$ cat src/rtl/cbrtc_defs.vh
/*
  Constants of the calendar and binary real-time clock.
  Assumes inclusion by bare name from the design files.
*/
`ifndef CBRTC_DEFS_VH
`define CBRTC_DEFS_VH

// Sub-clock edges per 128 Hz sub-second step
`define CBRTC_PRESC_DIV   256
`define CBRTC_PRESC_W     8
`define CBRTC_SUBSEC_MAX  7'h7f
// BCD limits
`define CBRTC_SEC_MAX     8'h59
`define CBRTC_MIN_MAX     8'h59
`define CBRTC_SEC_HALF    8'h30
`define CBRTC_HOUR24_MAX  8'h23
`define CBRTC_HOUR12_MAX  6'h12
`define CBRTC_HOUR12_PRE  6'h11
`define CBRTC_HOUR_PM_BIT 6
`define CBRTC_WDAY_MAX    8'h06
`define CBRTC_MON_MAX     8'h12
`define CBRTC_MON_FEB     8'h02
`define CBRTC_YEAR_MAX    8'h99
`define CBRTC_BCD_ZERO    8'h00
`define CBRTC_BCD_ONE     8'h01
// Reset time: year 00, January 1st, day 0, 00:00:00
`define CBRTC_RST_FIELD   8'h00
`define CBRTC_RST_DAYMON  8'h01
// Correction applied once every 60 seconds
`define CBRTC_CORR_LAST   6'h3b
// Alarm enable bit positions
`define CBRTC_ALM_SEC     0
`define CBRTC_ALM_MIN     1
`define CBRTC_ALM_HOUR    2
`define CBRTC_ALM_WDAY    3
`define CBRTC_ALM_DATE    4
`define CBRTC_ALM_MON     5
`define CBRTC_ALM_YEAR    6
// Periodic interrupt period codes
`define CBRTC_PRD_OFF     4'h0
`define CBRTC_PRD_256     4'h1
`define CBRTC_PRD_64      4'h2
`define CBRTC_PRD_32      4'h3
`define CBRTC_PRD_16      4'h4
`define CBRTC_PRD_8       4'h5
`define CBRTC_PRD_4       4'h6
`define CBRTC_PRD_2       4'h7
`define CBRTC_PRD_1S      4'h8
`define CBRTC_PRD_2S      4'h9
// Capture control: bit 0 enable, bits 2:1 edge select
`define CBRTC_CAP_EN      0
`define CBRTC_CAP_RISE    2'h1
`define CBRTC_CAP_FALL    2'h2
`define CBRTC_CAP_BOTH    2'h3

`endif

$ cat src/rtl/cbrtc_capture.v
/*
  One time-capture channel: latches the current time on an event edge.
  Assumes the event input is synchronous to clk_in.
*/
`timescale 1ns/1ps
`default_nettype none
`include "cbrtc_defs.vh"

module cbrtc_capture
(
  input  wire        clk_in,
  input  wire        sys_rst_in,
  input  wire        event_in,
  input  wire [2:0]  capture_control_in,
  input  wire        binary_mode_in,
  input  wire [7:0]  cur_sec_in,
  input  wire [7:0]  cur_min_in,
  input  wire [7:0]  cur_hour_in,
  input  wire [7:0]  cur_date_in,
  input  wire [7:0]  cur_mon_in,
  input  wire [31:0] cur_bin_in,
  output reg  [7:0]  captured_second_out,
  output reg  [7:0]  captured_minute_out,
  output reg  [7:0]  captured_hour_out,
  output reg  [7:0]  captured_date_out,
  output reg  [7:0]  captured_month_out,
  output reg         captured_flag_out
);

  reg        event_prev_ff;
  wire [1:0] edge_sel;
  wire       hit;

  assign edge_sel = capture_control_in[2:1];
  // Edge detect per selected polarity
  assign hit = capture_control_in[`CBRTC_CAP_EN] &
               ((edge_sel[0] & event_in & ~event_prev_ff) |
                (edge_sel[1] & ~event_in & event_prev_ff));

  ////////////////////////////////////////////////////////////////
  // latch on edge
  always @(posedge clk_in)
  begin
    if (sys_rst_in)
    begin
      event_prev_ff       <= 1'b0;
      captured_second_out <= `CBRTC_RST_FIELD;
      captured_minute_out <= `CBRTC_RST_FIELD;
      captured_hour_out   <= `CBRTC_RST_FIELD;
      captured_date_out   <= `CBRTC_RST_FIELD;
      captured_month_out  <= `CBRTC_RST_FIELD;
      captured_flag_out   <= 1'b0;
    end
    else
    begin
      event_prev_ff <= event_in;
      if (hit)
      begin
        if (binary_mode_in)
        begin
          captured_second_out <= cur_bin_in[7:0];
          captured_minute_out <= cur_bin_in[15:8];
          captured_hour_out   <= cur_bin_in[23:16];
          captured_date_out   <= cur_bin_in[31:24];
          captured_month_out  <= `CBRTC_RST_FIELD;
        end
        else
        begin
          captured_second_out <= cur_sec_in;
          captured_minute_out <= cur_min_in;
          captured_hour_out   <= cur_hour_in;
          captured_date_out   <= cur_date_in;
          captured_month_out  <= cur_mon_in;
        end
      end
      // Disabling the channel clears the flag and blocks any new set
      captured_flag_out <= hit | (captured_flag_out & capture_control_in[`CBRTC_CAP_EN]);
    end
  end

endmodule
`default_nettype wire

$ cat src/rtl/cbrtc_top.v
/*
  Calendar / binary real-time clock core with time capture.
  Assumes all inputs synchronous to clk_in; the sub-clock is sampled as a level.
*/
`timescale 1ns/1ps
`default_nettype none
`include "cbrtc_defs.vh"

module cbrtc_top
#(
  parameter CHANNELS = 3
)
(
  input  wire                  clk_in,
  input  wire                  sys_rst_in,
  input  wire                  subclock_input_in,
  input  wire                  count_start_in,
  input  wire                  binary_mode_in,
  input  wire                  hour24_in,
  input  wire                  adjust30_in,
  input  wire                  time_load_in,
  input  wire [7:0]            load_year_in,
  input  wire [7:0]            load_month_in,
  input  wire [7:0]            load_date_in,
  input  wire [7:0]            load_wday_in,
  input  wire [7:0]            load_hour_in,
  input  wire [7:0]            load_minute_in,
  input  wire [7:0]            load_second_in,
  input  wire [31:0]           load_binary_in,
  input  wire                  corr_enable_in,
  input  wire                  corr_add_in,
  input  wire [5:0]            corr_value_in,
  input  wire                  clkout_enable_in,
  input  wire                  clkout_64hz_in,
  input  wire [3:0]            periodic_sel_in,
  input  wire [6:0]            alarm_enable_in,
  input  wire [7:0]            alarm_year_in,
  input  wire [7:0]            alarm_month_in,
  input  wire [7:0]            alarm_date_in,
  input  wire [7:0]            alarm_wday_in,
  input  wire [7:0]            alarm_hour_in,
  input  wire [7:0]            alarm_minute_in,
  input  wire [7:0]            alarm_second_in,
  input  wire [31:0]           alarm_binary_in,
  input  wire [31:0]           alarm_binary_mask_in,
  input  wire                  subsecond_read_in,
  input  wire [CHANNELS-1:0]   capture_event_in,
  input  wire [3*CHANNELS-1:0] capture_control_y_in,
  output reg  [7:0]            year_out,
  output reg  [7:0]            month_out,
  output reg  [7:0]            date_out,
  output reg  [7:0]            wday_out,
  output reg  [7:0]            hour_out,
  output reg  [7:0]            minute_out,
  output reg  [7:0]            second_out,
  output reg  [31:0]           binary_count_out,
  output reg  [6:0]            subsecond_count_reg_out,
  output reg                   clock_out,
  output reg                   alarm_irq_out,
  output reg                   periodic_irq_out,
  output reg                   carry_irq_out,
  output wire [8*CHANNELS-1:0] captured_second_y_out,
  output wire [8*CHANNELS-1:0] captured_minute_y_out,
  output wire [8*CHANNELS-1:0] captured_hour_y_out,
  output wire [8*CHANNELS-1:0] captured_date_y_out,
  output wire [8*CHANNELS-1:0] captured_month_y_out,
  output wire [CHANNELS-1:0]   captured_flag_y_out
);

  ////////////////////////////////////////////////////////////////
  // Helper functions

  // BCD increment of a two-digit value
  function [7:0] bcd_inc;
    input [7:0] v;
    begin
      if (v[3:0] == 4'h9)
        bcd_inc = {v[7:4] + 4'h1, 4'h0};
      else
        bcd_inc = {v[7:4], v[3:0] + 4'h1};
    end
  endfunction

  // Last date of a month in BCD, years 00..99
  function [7:0] month_last;
    input [7:0] mon;
    input [7:0] yr;
    reg         leap;
    begin
      leap = yr[4] ? (yr[3:0] == 4'h2 || yr[3:0] == 4'h6) :
                     (yr[3:0] == 4'h0 || yr[3:0] == 4'h4 || yr[3:0] == 4'h8);
      case (mon)
        `CBRTC_MON_FEB: month_last = leap ? 8'h29 : 8'h28;
        8'h04, 8'h06, 8'h09, 8'h11: month_last = 8'h30;
        default: month_last = 8'h31;
      endcase
    end
  endfunction

  ////////////////////////////////////////////////////////////////
  // Prescaler and sub-second counter

  reg                      sub_prev_ff;
  reg [`CBRTC_PRESC_W-1:0] presc_ff;
  reg [5:0]                stall_ff;
  reg [5:0]                corr_cnt_ff;
  reg [6:0]                subsec_ff;
  wire                     sub_edge;
  wire                     presc_step;
  wire                     presc_last;
  wire                     tick128;
  wire                     tick256;
  wire                     sec_tick;
  wire                     corr_point;
  wire [6:0]               subsec_nxt;

  assign sub_edge   = subclock_input_in & ~sub_prev_ff;
  assign presc_step = sub_edge & count_start_in & (stall_ff == 6'h00);
  assign presc_last = (presc_ff == `CBRTC_PRESC_DIV - 1);
  assign tick128    = presc_step & presc_last;
  assign tick256    = presc_step & (presc_last | (presc_ff == `CBRTC_PRESC_DIV / 2 - 1));
  assign subsec_nxt = subsec_ff + 7'h01;
  assign sec_tick   = tick128 & (subsec_ff == `CBRTC_SUBSEC_MAX);
  assign corr_point = sec_tick & corr_enable_in & (corr_cnt_ff == `CBRTC_CORR_LAST);

  always @(posedge clk_in)
  begin
    if (sys_rst_in || time_load_in)
    begin
      sub_prev_ff <= 1'b0;
      presc_ff    <= {`CBRTC_PRESC_W{1'b0}};
      stall_ff    <= 6'h00;
      corr_cnt_ff <= 6'h00;
      subsec_ff   <= 7'h00;
    end
    else
    begin
      sub_prev_ff <= subclock_input_in;
      if (sub_edge && count_start_in && stall_ff != 6'h00)
        stall_ff <= stall_ff - 6'h01;
      else if (corr_point && !corr_add_in)
        stall_ff <= corr_value_in;
      if (corr_point && corr_add_in)
        presc_ff <= {{(`CBRTC_PRESC_W-6){1'b0}}, corr_value_in};
      else if (presc_step)
        presc_ff <= presc_last ? {`CBRTC_PRESC_W{1'b0}} : presc_ff + 1'b1;
      if (sec_tick)
        corr_cnt_ff <= (corr_cnt_ff == `CBRTC_CORR_LAST) ? 6'h00 : corr_cnt_ff + 6'h01;
      if (tick128)
        subsec_ff <= subsec_nxt;
    end
  end

  ////////////////////////////////////////////////////////////////
  // Time counters: next-state cascade

  reg [7:0]  sec_ff, min_ff, hour_ff, wday_ff, date_ff, mon_ff, year_ff;
  reg [31:0] bin_ff;
  reg [7:0]  nxt_sec, nxt_min, nxt_hour, nxt_wday, nxt_date, nxt_mon, nxt_year;
  reg [31:0] nxt_bin;
  reg        c_min, c_hour, c_day, c_mon, c_year;

  always @*
  begin
    nxt_sec  = sec_ff;
    nxt_min  = min_ff;
    nxt_hour = hour_ff;
    nxt_wday = wday_ff;
    nxt_date = date_ff;
    nxt_mon  = mon_ff;
    nxt_year = year_ff;
    nxt_bin  = bin_ff;
    c_min    = 1'b0;
    c_hour   = 1'b0;
    c_day    = 1'b0;
    c_mon    = 1'b0;
    c_year   = 1'b0;
    if (sec_tick && binary_mode_in)
      nxt_bin = bin_ff + 32'h1;
    else if (sec_tick)
    begin
      c_min   = (sec_ff == `CBRTC_SEC_MAX);
      nxt_sec = c_min ? `CBRTC_BCD_ZERO : bcd_inc(sec_ff);
    end
    else if (adjust30_in && !binary_mode_in)
    begin
      nxt_sec = `CBRTC_BCD_ZERO;
      c_min   = (sec_ff >= `CBRTC_SEC_HALF);
    end
    if (c_min)
    begin
      c_hour  = (min_ff == `CBRTC_MIN_MAX);
      nxt_min = c_hour ? `CBRTC_BCD_ZERO : bcd_inc(min_ff);
    end
    if (c_hour && hour24_in)
    begin
      c_day    = (hour_ff == `CBRTC_HOUR24_MAX);
      nxt_hour = c_day ? `CBRTC_BCD_ZERO : bcd_inc(hour_ff);
    end
    else if (c_hour)
    begin
      if (hour_ff[5:0] == `CBRTC_HOUR12_MAX)
        nxt_hour = `CBRTC_BCD_ONE | {hour_ff[7:6], 6'h00};
      else if (hour_ff[5:0] == `CBRTC_HOUR12_PRE)
      begin
        nxt_hour = hour_ff ^ 8'h03;
        nxt_hour[`CBRTC_HOUR_PM_BIT] = ~hour_ff[`CBRTC_HOUR_PM_BIT];
        c_day    = hour_ff[`CBRTC_HOUR_PM_BIT];
      end
      else
        nxt_hour = (bcd_inc({2'h0, hour_ff[5:0]}) | {hour_ff[7:6], 6'h00}) & 8'h7f;
    end
    if (c_day)
    begin
      nxt_wday = (wday_ff == `CBRTC_WDAY_MAX) ? `CBRTC_BCD_ZERO : wday_ff + 8'h01;
      c_mon    = (date_ff == month_last(mon_ff, year_ff));
      nxt_date = c_mon ? `CBRTC_BCD_ONE : bcd_inc(date_ff);
    end
    if (c_mon)
    begin
      c_year  = (mon_ff == `CBRTC_MON_MAX);
      nxt_mon = c_year ? `CBRTC_BCD_ONE : bcd_inc(mon_ff);
    end
    if (c_year)
      nxt_year = (year_ff == `CBRTC_YEAR_MAX) ? `CBRTC_BCD_ZERO : bcd_inc(year_ff);
    if (time_load_in)
    begin
      nxt_sec  = load_second_in;
      nxt_min  = load_minute_in;
      nxt_hour = load_hour_in;
      nxt_wday = load_wday_in;
      nxt_date = load_date_in;
      nxt_mon  = load_month_in;
      nxt_year = load_year_in;
      nxt_bin  = load_binary_in;
    end
  end

  always @(posedge clk_in)
  begin
    if (sys_rst_in)
    begin
      sec_ff  <= `CBRTC_RST_FIELD;
      min_ff  <= `CBRTC_RST_FIELD;
      hour_ff <= `CBRTC_RST_FIELD;
      wday_ff <= `CBRTC_RST_FIELD;
      date_ff <= `CBRTC_RST_DAYMON;
      mon_ff  <= `CBRTC_RST_DAYMON;
      year_ff <= `CBRTC_RST_FIELD;
      bin_ff  <= 32'h0;
    end
    else
    begin
      sec_ff  <= nxt_sec;
      min_ff  <= nxt_min;
      hour_ff <= nxt_hour;
      wday_ff <= nxt_wday;
      date_ff <= nxt_date;
      mon_ff  <= nxt_mon;
      year_ff <= nxt_year;
      bin_ff  <= nxt_bin;
    end
  end

  ////////////////////////////////////////////////////////////////
  // Alarm, periodic and carry events

  reg        alm_chk_ff;
  wire [6:0] fld_eq;
  wire       cal_match;
  wire       bin_match;
  reg  [6:0] prd_mask;
  reg        prd_hit;

  assign fld_eq[`CBRTC_ALM_SEC]  = (sec_ff == alarm_second_in);
  assign fld_eq[`CBRTC_ALM_MIN]  = (min_ff == alarm_minute_in);
  assign fld_eq[`CBRTC_ALM_HOUR] = (hour_ff == alarm_hour_in);
  assign fld_eq[`CBRTC_ALM_WDAY] = (wday_ff == alarm_wday_in);
  assign fld_eq[`CBRTC_ALM_DATE] = (date_ff == alarm_date_in);
  assign fld_eq[`CBRTC_ALM_MON]  = (mon_ff == alarm_month_in);
  assign fld_eq[`CBRTC_ALM_YEAR] = (year_ff == alarm_year_in);
  assign cal_match = (alarm_enable_in != 7'h00) & (&(fld_eq | ~alarm_enable_in));
  assign bin_match = (alarm_binary_mask_in != 32'h0) &
                     (((bin_ff ^ alarm_binary_in) & alarm_binary_mask_in) == 32'h0);

  always @*
  begin
    prd_mask = 7'h00;
    prd_hit  = 1'b0;
    case (periodic_sel_in)
      `CBRTC_PRD_256: prd_hit = tick256;
      `CBRTC_PRD_64:  prd_mask = 7'h01;
      `CBRTC_PRD_32:  prd_mask = 7'h03;
      `CBRTC_PRD_16:  prd_mask = 7'h07;
      `CBRTC_PRD_8:   prd_mask = 7'h0f;
      `CBRTC_PRD_4:   prd_mask = 7'h1f;
      `CBRTC_PRD_2:   prd_mask = 7'h3f;
      `CBRTC_PRD_1S:  prd_mask = 7'h7f;
      `CBRTC_PRD_2S:  prd_hit = sec_tick & (binary_mode_in ? bin_ff[0] : sec_ff[0]);
      default:        prd_hit = 1'b0;
    endcase
    if (prd_mask != 7'h00)
      prd_hit = tick128 & ((subsec_nxt & prd_mask) == 7'h00);
  end

  always @(posedge clk_in)
  begin
    if (sys_rst_in)
    begin
      alm_chk_ff       <= 1'b0;
      alarm_irq_out    <= 1'b0;
      periodic_irq_out <= 1'b0;
      carry_irq_out    <= 1'b0;
    end
    else
    begin
      alm_chk_ff       <= sec_tick | time_load_in | (adjust30_in & ~binary_mode_in);
      alarm_irq_out    <= alm_chk_ff & (binary_mode_in ? bin_match : cal_match);
      periodic_irq_out <= prd_hit;
      carry_irq_out    <= sec_tick | (tick128 & subsecond_read_in);
    end
  end

  ////////////////////////////////////////////////////////////////
  // Visible time, sub-second count and clock output

  always @(posedge clk_in)
  begin
    if (sys_rst_in)
    begin
      year_out                <= `CBRTC_RST_FIELD;
      month_out               <= `CBRTC_RST_DAYMON;
      date_out                <= `CBRTC_RST_DAYMON;
      wday_out                <= `CBRTC_RST_FIELD;
      hour_out                <= `CBRTC_RST_FIELD;
      minute_out              <= `CBRTC_RST_FIELD;
      second_out              <= `CBRTC_RST_FIELD;
      binary_count_out        <= 32'h0;
      subsecond_count_reg_out <= 7'h00;
      clock_out               <= 1'b0;
    end
    else
    begin
      year_out                <= year_ff;
      month_out               <= mon_ff;
      date_out                <= date_ff;
      wday_out                <= wday_ff;
      hour_out                <= hour_ff;
      minute_out              <= min_ff;
      second_out              <= sec_ff;
      binary_count_out        <= bin_ff;
      subsecond_count_reg_out <= subsec_ff;
      clock_out <= clkout_enable_in & (clkout_64hz_in ? subsec_ff[0] : subsec_ff[6]);
    end
  end

  ////////////////////////////////////////////////////////////////
  // capture channels
  genvar gi;
  generate
    for (gi = 0; gi < CHANNELS; gi = gi + 1)
    begin : g_cap
      cbrtc_capture u_cap
      (
        .clk_in              (clk_in),
        .sys_rst_in          (sys_rst_in),
        .event_in            (capture_event_in[gi]),
        .capture_control_in  (capture_control_y_in[3*gi +: 3]),
        .binary_mode_in      (binary_mode_in),
        .cur_sec_in          (sec_ff),
        .cur_min_in          (min_ff),
        .cur_hour_in         (hour_ff),
        .cur_date_in         (date_ff),
        .cur_mon_in          (mon_ff),
        .cur_bin_in          (bin_ff),
        .captured_second_out (captured_second_y_out[8*gi +: 8]),
        .captured_minute_out (captured_minute_y_out[8*gi +: 8]),
        .captured_hour_out   (captured_hour_y_out[8*gi +: 8]),
        .captured_date_out   (captured_date_y_out[8*gi +: 8]),
        .captured_month_out  (captured_month_y_out[8*gi +: 8]),
        .captured_flag_out   (captured_flag_y_out[gi])
      );
    end
  endgenerate

endmodule
`default_nettype wire

$ cat config.mk
export PLATFORM = sky130hd
export DESIGN_NAME = cbrtc_top
export DESIGN_NICKNAME = d
export VERILOG_FILES = /design/src/rtl/cbrtc_capture.v /design/src/rtl/cbrtc_top.v
export VERILOG_INCLUDE_DIRS = /design/src /design/src/rtl
export SDC_FILE = /design/constraint.sdc
export NUM_CORES = 1
export LEC_CHECK = 0
export BUFFER_PORTS_ARGS = -buffer_cell sky130_fd_sc_hd__buf_4
export CORE_MARGIN = 2
export CORE_UTILIZATION = 49
export CTS_CLUSTER_DIAMETER = 100
export DETAILED_ROUTE_END_ITERATION = 12
export HOLD_SLACK_MARGIN = 0.15
export PLACE_DENSITY = 0.78
export SYNTH_ARGS = -nofsm -noshare
export SYNTH_HDL_FRONTEND = slang
export SYNTH_HIERARCHICAL = 1
export SYNTH_SLANG_ARGS = --single-unit
$ cat constraint.sdc
create_clock -name clk_in -period 2.6 [get_ports clk_in]
set_input_delay 0.13 -clock clk_in [delete_from_list [all_inputs] [get_ports clk_in]]
set_output_delay 0.13 -clock clk_in [all_outputs]
set_load 0.02 [all_outputs]
After elaboration in Yosys (flattened, before gate mapping)
Index checks and enable logic that the tools add are counted.
{ "op_classes": {"bitwise": 60, "muxes": 70, "add_sub_neg": 19, "n_lt_le_gt_ge": 1, "n_reduce_logical": 47, "n_eq_ne": 50, "mul": 0, "div_mod_pow": 0, "shifts": 0} }
{ "ops": {"columns": ["cell", "count"], "rows": [
  ["2-to-1 mux 8 bit", 39],
  ["equality test 8 bit", 8],
  ["2-to-1 mux 32 bit", 2],
  ["one-hot mux 7 bit (7 select lines)", 1],
  ["adder 4 x 1 -> 4 bit (second input constant)", 12],
  ["equality test 4 bit (second input constant)", 9],
  ["2-to-1 mux 7 bit", 5],
  ["AND 1 bit", 34],
  ["adder 32 x 1 -> 32 bit (second input constant)", 1],
  ["AND 32 bit", 1],
  ["logical NOT 32 bit", 1],
  ["nonzero test 32 bit", 1],
  ["XOR 32 bit", 1],
  ["2-to-1 mux 6 bit", 5],
  ["equality test 4 x 3 -> 1 bit (second input constant)", 6],
  ["equality test 8 x 3 -> 1 bit (second input constant)", 3],
  ["equality test 8 x 7 -> 1 bit (second input constant)", 3],
  ["nonzero test 3 bit", 6],
  ["adder 8 x 1 -> 8 bit (second input constant)", 2],
  ["equality test 8 x 5 -> 1 bit (second input constant)", 2],
  ["equality test 8 bit (second input constant)", 2],
  ["2-to-1 mux 1 bit", 16],
  ["OR 7 bit", 2],
  ["nonzero test 2 bit", 7],
  ["other kinds (38)", 78]
]} }
{ "word_totals": {"ff_bits": 342, "romBits": 0, "mem_bits_rw": 0, "latchBits": 0, "out_inout_bits": 222, "wordCells": 305, "memories": 0} }

Longest topological paths before layout
Gate-level depths: netlist (run 1).
{ "logic_depth": {"depth_word": 17, "mapped_depth": 11, "ltp_nobuf": 9} }

By module
The synthesis (run 1) kept the hierarchy.
{ "modules_own_cells": {"columns": ["mod", "cells_each", "n_inst", "seq_area_each_um2", "area_per_inst_um2"], "rows": [
  ["cbrtc_top", 1343, 1, 4324.1, 11202.0],
  ["cbrtc_capture", 204, 3, 840.8, 2354.8]
]} }

Worst setup path after synthesis (run 1)
OpenSTA, ideal clock, no wires.
{ "synth_path": {"kind": "reg2reg", "startpoint": "register stall_ff[0]", "endpoint": "register stall_ff[1]", "t_required_ns": 2.472, "stages_incl_launch_ff": 10, "path_slack_ns": -0.194, "t_arrival_ns": 2.667, "n_path_buf": 0, "period_less_slack_ns": 2.794, "cell_sequence": "dfxtp_1 inv_1 ha_1 or4b_1 nor4_4 nand4_2 nor4b_4 mux2_2 a21oi_1 nor2_1"} }
{ "synth_between": {"elab_chain_len": 8, "word_cells_on_any_way": 12, "cone_classes": "1 x add/sub; 1 x mux; 5 x bitwise; 5 x reduce/logical"} }
{ "synth_rtl": {"columns": ["item", "line_no", "rtl"], "rows": [
  ["start, declared", "cbrtc_top.v:105", "reg [5:0] stall_ff;"],
  ["start signal, assigned", "cbrtc_top.v:140", "stall_ff <= stall_ff - 6'h01;"],
  ["start signal, assigned", "cbrtc_top.v:142", "stall_ff <= corr_value_in;"],
  ["logical NOT 6 bit", "cbrtc_top.v:118", "assign presc_step = sub_edge & count_start_in & (stall_ff == 6'h00);"],
  ["AND 1 bit", "cbrtc_top.v:118", null],
  ["AND 1 bit", "cbrtc_top.v:120", "assign tick128 = presc_step & presc_last;"],
  ["AND 1 bit", "cbrtc_top.v:123", "assign sec_tick = tick128 & (subsec_ff == `CBRTC_SUBSEC_MAX);"],
  ["AND 1 bit (2 in series)", "cbrtc_top.v:124", "assign corr_point = sec_tick & corr_enable_in & (corr_cnt_ff == `CBRTC_CORR_LAST);"],
  ["logical AND 1 bit", "cbrtc_top.v:141", "else if (corr_point && !corr_add_in)"],
  ["nonzero test 2 bit (no line)", null, null]
]} }
Several ways; a longest one is shown, not always the timed one.
A chain may end at the register's enable or synchronous reset.

Worst setup path after layout (run 1)
{ "layout_path": {"startpoint": "register mon_ff[5]", "endpoint": "register date_ff[1]"} }
{ "layout_between": {"elab_chain_len": 8, "word_cells_on_any_way": 12, "cone_classes": "6 x eq/ne; 5 x mux; 1 x reduce/logical"} }
{ "layout_rtl": {"columns": ["item", "line_no", "rtl"], "rows": [
  ["start, declared", "cbrtc_top.v:157", "reg [7:0] sec_ff, min_ff, hour_ff, wday_ff, date_ff, mon_ff, year_ff;"],
  ["start signal, assigned", "cbrtc_top.v:248", "mon_ff <= `CBRTC_RST_DAYMON;"],
  ["start signal, assigned", "cbrtc_top.v:259", "mon_ff <= nxt_mon;"],
  ["equality test 8 x 3 -> 1 bit (tied with other cells)", "cbrtc_top.v:92", "case (mon)"],
  ["OR reduction 4 bit", "cbrtc_top.v:92", null],
  ["one-hot mux 5 bit (2 select lines) *", "cbrtc_top.v:92", null],
  ["2-to-1 mux 8 bit *", "cbrtc_top.v:213", "if (c_day)"],
  ["equality test 8 bit *", "cbrtc_top.v:216", "c_mon = (date_ff == month_last(mon_ff, year_ff));"],
  ["2-to-1 mux 8 bit *", "cbrtc_top.v:217", "nxt_date = c_mon ? `CBRTC_BCD_ONE : bcd_inc(date_ff);"],
  ["2-to-1 mux 8 bit *", "cbrtc_top.v:213", null],
  ["2-to-1 mux 8 bit *", "cbrtc_top.v:226", "if (time_load_in)"],
  ["end signal, assigned", "cbrtc_top.v:247", "date_ff <= `CBRTC_RST_DAYMON;"],
  ["end signal, assigned", "cbrtc_top.v:258", "date_ff <= nxt_date;"],
  ["end, declared", "cbrtc_top.v:157", null]
]} }
Every way passes the cells marked *; elsewhere a longest branch is shown, timed or not. The select of a mux whose other input is x is not followed.

==> out/metrics.yaml, run 1 <==
status: "finished clean"
rrSetupSlack_ns: 0.08
cts_root_buf: "clkbuf_16"
tightest_slew_ns: 0.752
fin_area_mm2: 0.0255
grt_max_degree: 117
fin_nets: 2895
combPwrFrac_pct: 18.7
drv_slew: 0
drive_gt1_share_pct: 36.7
cts_buffers: 39
synth_nets: 2233
gr-total-overflow: 0
place.gp.congestion: 1.05
ant_nets: 0
area_growth_pct: 39.8
tns_ns: 0
slew_headroom_pct: 49.9
placed_area_mm2: 0.0228
cts.sinks: 342
rsz0062_at_grt: "true"
wl_per_cell_um: 22.4
dr.pass1.iters: 6
p_seq_share_pct: 40.8
drcViolationCount: 0
p_per_area_mw_per_mm2: 546
setup_viol: 0
synthCells: 1955
swShare_pct: 28.2
fp.dieArea_mm2: 0.0388
period_minus_slack_ns: 2.52
fin_crit_sh_pct: 97.0
core_area_mm2: 0.0367
synth_area_mm2: 0.0183
seq_area_frac_synth_pct: 37.5
required_ns: 3.07
cp-end-kind: "register"
whs_path_depth: 4
final_common_cell: "buf_4"
critical_path_arrival_ns: 3.00
layout_common_cells: "buf_4 (637), dfxtp_1 (339), nor2_1 (139)"
yosys_warnings: 6
ys_async_sr_fraction_pct: 0
hp-class: "in -> reg"
cts.reportedPaths.clkPinSlew_ns: 0.06
hold_start: "capture_control_y_in[8]"
ctsLongestPathBuffers: 3
grt_util_all_layers_pct: 34.5
hpwl_um: 50800
place_inst: 2912
dr_wl_met3_um: 4450
clock_latency_ns: 0.55
final_core_util_pct: 69.6
cts_tree: "built"
ff2ff_path_depth: 9
grt_first_pass_wirelength_um: 104000
wl_met2_um: 33900
synth_edf_count: 0
vias: 18000
min_to: "g_cap[2].u_cap/captured_month_out[2]"
instances_no_fill: 3118
grt_pass1_vias: 17700
drtIter0Drc: 1400
skew_ns: 0.0237
r2r_end: "date_ff[1]"
vias_per_cell: 5.79
start_kind: "register"
irDropWorstVdd_v: 0.000443
antenna_found_initial: 6
die_x_um: 197
fmax_ghz: 0.397
die-height_um: 197
hold_viol_final: 0
rows: 70
routed_wl_um: 69800
fill_cells: 2801
numPortBuffers: 471
r2r_start: "mon_ff[5]"
power.switching_mw: 3.94
synth_area_per_cell_um2: 9.34
max_cap_violations: 0
wirelength_met1_um: 27900
p_leak_nw: 10.7
yosys_most_used_dff: "dfxtp_1"
p_clk_share_pct: 40.5
ys_ff_latch: 342
critPathMaxFanout: 5
synth_cell_types: 81
crit_type: "reg -> reg"
ioPinCount: 472
internal-power_mw: 10.0
h-tree-depth: 2
top_layer: "met5"
start_util_pct: 49.8
[synthesized netlist by cell type (13+ instances only)]
cell type	n	area, um^2
a211oi_1	26	195
ha_1	28	350
o21ai_0	81	405
dfxtp_1	342	6850
a31oi_1	13	81.3
mux2i_1	108	1080
a22oi_1	18	135
nor4_1	20	125
clkbuf_1	85	319
nand3_1	62	310
a211oi_2	98	1230
xnor2_1	72	631
nand2_1	118	443
inv_1	53	199
buf_6	24	270
xor2_1	68	596
a21oi_1	97	485
buf_2	15	75.1
nor3_2	96	961
nor3_1	34	170
nand4_1	40	250
nor2_1	139	522
nor2b_1	104	651
[layer usage]
layer / GRT usage, % / vias up
li1: - / 8344
met5: 0 / -
met4: 16.3 / 4
met2: 59.0 / 787
met1: 42.6 / 8716
met3: 5.41 / 191
[cell type report]
class / instances / area, um^2 / share of cell area [%]
Sequential cell: 342 / 6850 / 26.8
Antenna cell: 5 / 12.5 / 0.0490
Timing Repair Buffer: 768 / 6150 / 24.1
Clock inverter: 15 / 174 / 0.681
Inverter: 53 / 199 / 0.779
Tap cell: 468 / 586 / 2.29
Clock buffer: 54 / 1120 / 4.39
Multi-Input combinational cell: 1413 / 10500 / 40.9
[kinds of logic after synthesis]
| logic type | synth area share, % |
|---|---|
| AOI/OAI and AO/OA | 17.8 |
| xor gates and xnor gates | 6.71 |
| DFF | 37.5 |
| adders and majority gates | 1.92 |
| and+or+nand+nor | 23.9 |
| buffers and inverters | 6.13 |
| muxes | 6.10 |
[flip-flops by register name, indices dropped and copies added, names as in the netlist, 24 cells and up]
register / flops
g_cap.u_cap/captured_second_out: 24
g_cap.u_cap/captured_minute_out: 24
g_cap.u_cap/captured_date_out: 24
g_cap.u_cap/captured_hour_out: 24
bin_ff: 32
binary_count_out: 32
g_cap.u_cap/captured_month_out: 24
[worst max path at each step]
stage	from	endpoint	slack (ns)	cells after the start
3_3_place_gp	stall_ff[1]	year_ff[7]	-0.15	11
6_report	mon_ff[5]	date_ff[1]	0.08	9
3_5_place_dp	stall_ff[1]	year_ff[2]	-0.23	10
2_1_floorplan	stall_ff[1]	stall_ff[1]	-0.08	9
4_1_cts	stall_ff[2]	sec_ff[4]	0.0006	8
5_1_grt	stall_ff[1]	bin_ff[24]	-0.06	11
[per-stage QoR]
step	power [mW]	setup WS (ns)	hold slack [ns]
4_1_cts	13.9	0.000611	0.164
2_1_floorplan	7.09	-0.0783	0.239
3_3_place_gp	8.14	-0.153	0.337
6_report	13.9	0.0780	0.184
3_5_place_dp	8.18	-0.233	0.334
5_1_grt	14.3	-0.0552	0.202
[repair_timing]
item	in CTS	in global routing
hold endpoints to repair	148	0
endpoints found under the setup margin	36	69
hold buffers	123	0
setup buffers	0	9
pin swaps	2	7
resized for setup	10	28
[worst max-delay path: stages (launching register included)]
cell	delay, ns
dfxtp_1	0.31
inv_1	0.10
ha_1	0.21
nand2_1	0.06
o32a_1	0.28
o2bb2ai_1	0.22
a221o_1	0.27
and3_4	0.25
or4b_2	0.59
a21oi_1	0.15
[power by group through the flow]
| stage | clock network [mW] | registers [mW] | logic [mW] |
|---|---|---|---|
| CTS | 5.69 | 5.68 | 2.57 |
| floorplan | 0 | 5.97 | 1.12 |
| finish | 5.65 | 5.68 | 2.61 |
| global route | 5.89 | 5.70 | 2.75 |
| detailed placement | 0 | 5.79 | 2.40 |
| global placement | 0 | 5.78 | 2.36 |
(Power assumes the default switching activity.)
==> inputs of run 2 (changes only) <==
--- a/config.mk
+++ b/config.mk
@@ -12,7 +12,7 @@
 export CTS_CLUSTER_DIAMETER = 100
 export DETAILED_ROUTE_END_ITERATION = 12
 export HOLD_SLACK_MARGIN = 0.15
-export PLACE_DENSITY = 0.78
+export PLACE_DENSITY = 0.82
 export SYNTH_ARGS = -nofsm -noshare
 export SYNTH_HDL_FRONTEND = slang
 export SYNTH_HIERARCHICAL = 1
==> out/metrics.yaml, run 2 (synthesis gave the netlist of run 1 again) <==
fin_area_mm2: 0.0256  # +0.25%
p_seq_share_pct: 40.7  # about the same
status: "finished clean"
critPathMaxFanout: 7  # +2
whs_path_depth: 6  # +2
grt_pass1_vias: 18200  # +2.4%
combPwrFrac_pct: 18.9  # +0.2 points
final_common_cell: "buf_4"
hp-class: "in -> reg"
hold_viol_final: 0  # unchanged
hold-worst-slack_ns: 0.177  # -0.00622 ns
start_util_pct: 49.8  # unchanged
fmax_ghz: 0.389  # -2.0%
vias_per_cell: 5.86  # +1.3%
r2r_start: "stall_ff[1]"
swShare_pct: 27.9  # -0.34 points
routed_wl_um: 70000  # +0.19%
hpwl_um: 50200  # -1.2%
min_to: "alarm_irq_out"
internal-power_mw: 10.1  # +0.50%
ff2ff_path_depth: 11  # +2
clock_latency_ns: 0.55  # about the same
rrSetupSlack_ns: 0.03  # -0.05 ns
setup_viol: 0  # unchanged
antenna_found_initial: 7  # +1
tightest_slew_ns: 0.821  # +0.0692 ns
grt_max_degree: 120  # +2.6%
fp.dieArea_mm2: 0.0388  # unchanged
vias: 18300  # +1.2%
core_area_mm2: 0.0367  # unchanged
fin_crit_sh_pct: 99.0  # +2.0 points
p_leak_nw: 10.7  # about the same
rows: 70  # unchanged
fin_nets: 2893  # -0.069%
ant_nets: 0  # unchanged
grt_first_pass_wirelength_um: 105000  # +1.2%
h-tree-depth: 2  # unchanged
cts_buffers: 40  # +2.6%
critical_path_arrival_ns: 3.03  # +0.03 ns
drive_gt1_share_pct: 36.7  # about the same
ioPinCount: 472  # unchanged
skew_ns: 0.0154  # -0.00827 ns
p_total_mw: 14.0  # about the same
fill_cells: 2720  # -2.9%
power.switching_mw: 3.89  # -1.2%
period_minus_slack_ns: 2.57  # +0.0515 ns
cts.reportedPaths.clkPinSlew_ns: 0.06  # about the same
die-height_um: 197  # unchanged
place.gp.congestion: 0.988  # -6.3%
area_growth_pct: 40.2
cts_root_buf: "clkbuf_16"
crit_type: "reg -> reg"
cts.sinks: 342  # unchanged
ctsLongestPathBuffers: 3  # unchanged
gr-total-overflow: 0  # unchanged
hold_start: "alarm_enable_in[3]"
required_ns: 3.05  # -0.02 ns
drv_slew: 0  # unchanged
p_per_area_mw_per_mm2: 545  # -0.21%
drcViolationCount: 0  # unchanged
layout_common_cells: "buf_4 (627), dfxtp_1 (338), nor2_1 (137)"
wl_per_cell_um: 22.5  # +0.32%
drtIter0Drc: 1356  # -3.1%
cts_tree: "built"
cp-end-kind: "register"
dr.pass1.iters: 5  # -1
max_cap_violations: 0  # unchanged
irDropWorstVdd_v: 0.000593  # +34%
largestRegisters: "bin_ff: 32 flops, binary_count_out: 32 flops"
placed_area_mm2: 0.0227  # -0.33%
die_x_um: 197  # unchanged
slew_headroom_pct: 45.3  # -4.6 points
p_clk_share_pct: 40.3  # -0.2 points
numPortBuffers: 471  # unchanged
r2r_end: "bin_ff[17]"
grt_util_all_layers_pct: 34.9  # +0.42 points
rsz0062_at_grt: "true"
start_kind: "register"
run 2: critical path: stages, from the launching register on:
cell and delay, ns:
dfxtp_2 0.33, inv_2 0.07, ha_4 0.13, or4b_4 0.47, nor4_4 0.23, buf_4 0.18, nand4_4 0.19, nor4_4 0.21
buf_6 0.17, nand4_1 0.11, xor2_1 0.15, a211oi_1 0.22
run 2: power groups by stage:
stage	registers (mW)	clock network, mW	logic [mW]
final	5.68	5.63	2.64
after global routing	5.70	5.88	2.79
after CTS	5.68	5.68	2.58
after detailed placement	5.79	0	2.40
after global placement	5.78	0	2.36
after floorplan	5.97	0	1.12
run 2: stage by stage:
step / TNS [ns] / setup slack (ns) / std cells / utilization (%)
3_3_place_gp: -0.873 / -0.105 / 2902 / 62.0
6_report: 0 / 0.0265 / 3114 / 69.8
3_5_place_dp: -3.12 / -0.209 / 2902 / 62.0
5_1_grt: -0.624 / -0.106 / 3113 / 69.8
4_1_cts: 0 / 0.00115 / 3104 / 69.2
2_1_floorplan: -0.163 / -0.0783 / 1955 / -
run 2: layout make-up:
cell class / instances / area, um^2 / area share [%]
inverters: 53 / 199 / 0.777
flip-flops and latches: 342 / 6850 / 26.8
clock buffers: 59 / 1190 / 4.66
clock inverters: 9 / 103 / 0.401
repair buffers: 765 / 6150 / 24.0
multi-input cells: 1413 / 10500 / 41.1
well taps: 468 / 586 / 2.29
diodes: 5 / 12.5 / 0.0489
run 2: timing repair:
item | in CTS | in global routing
endpoints found under the hold margin | 149 | 0
pin swaps | 2 | 16
setup endpoints to repair | 47 | 54
cloned | 0 | 0
hold buffers | 130 | 0
buffers inserted | 4 | 5
gates resized for setup | 8 | 40
run 2: worst max-delay path by stage:
stage / slack (ns) / end / startpoint
finish: 0.03 / bin_ff[17] / stall_ff[1]
detailed placement: -0.21 / year_ff[2] / stall_ff[1]
global route: -0.11 / bin_ff[17] / stall_ff[1]
floorplan: -0.08 / stall_ff[1] / stall_ff[1]
global placement: -0.10 / bin_ff[31] / stall_ff[1]
CTS: 0.001 / bin_ff[31] / stall_ff[1]
run 2: metal layers:
| layer | part of all wire, % | track usage, % | vias up |
|---|---|---|---|
| met5 | 0 | 0 | - |
| met4 | 5.5 | 18.0 | 0 |
| met3 | 7.0 | 5.67 | 221 |
| met2 | 48 | 59.3 | 876 |
| met1 | 39 | 42.8 | 8818 |
| li1 | - | - | 8344 |
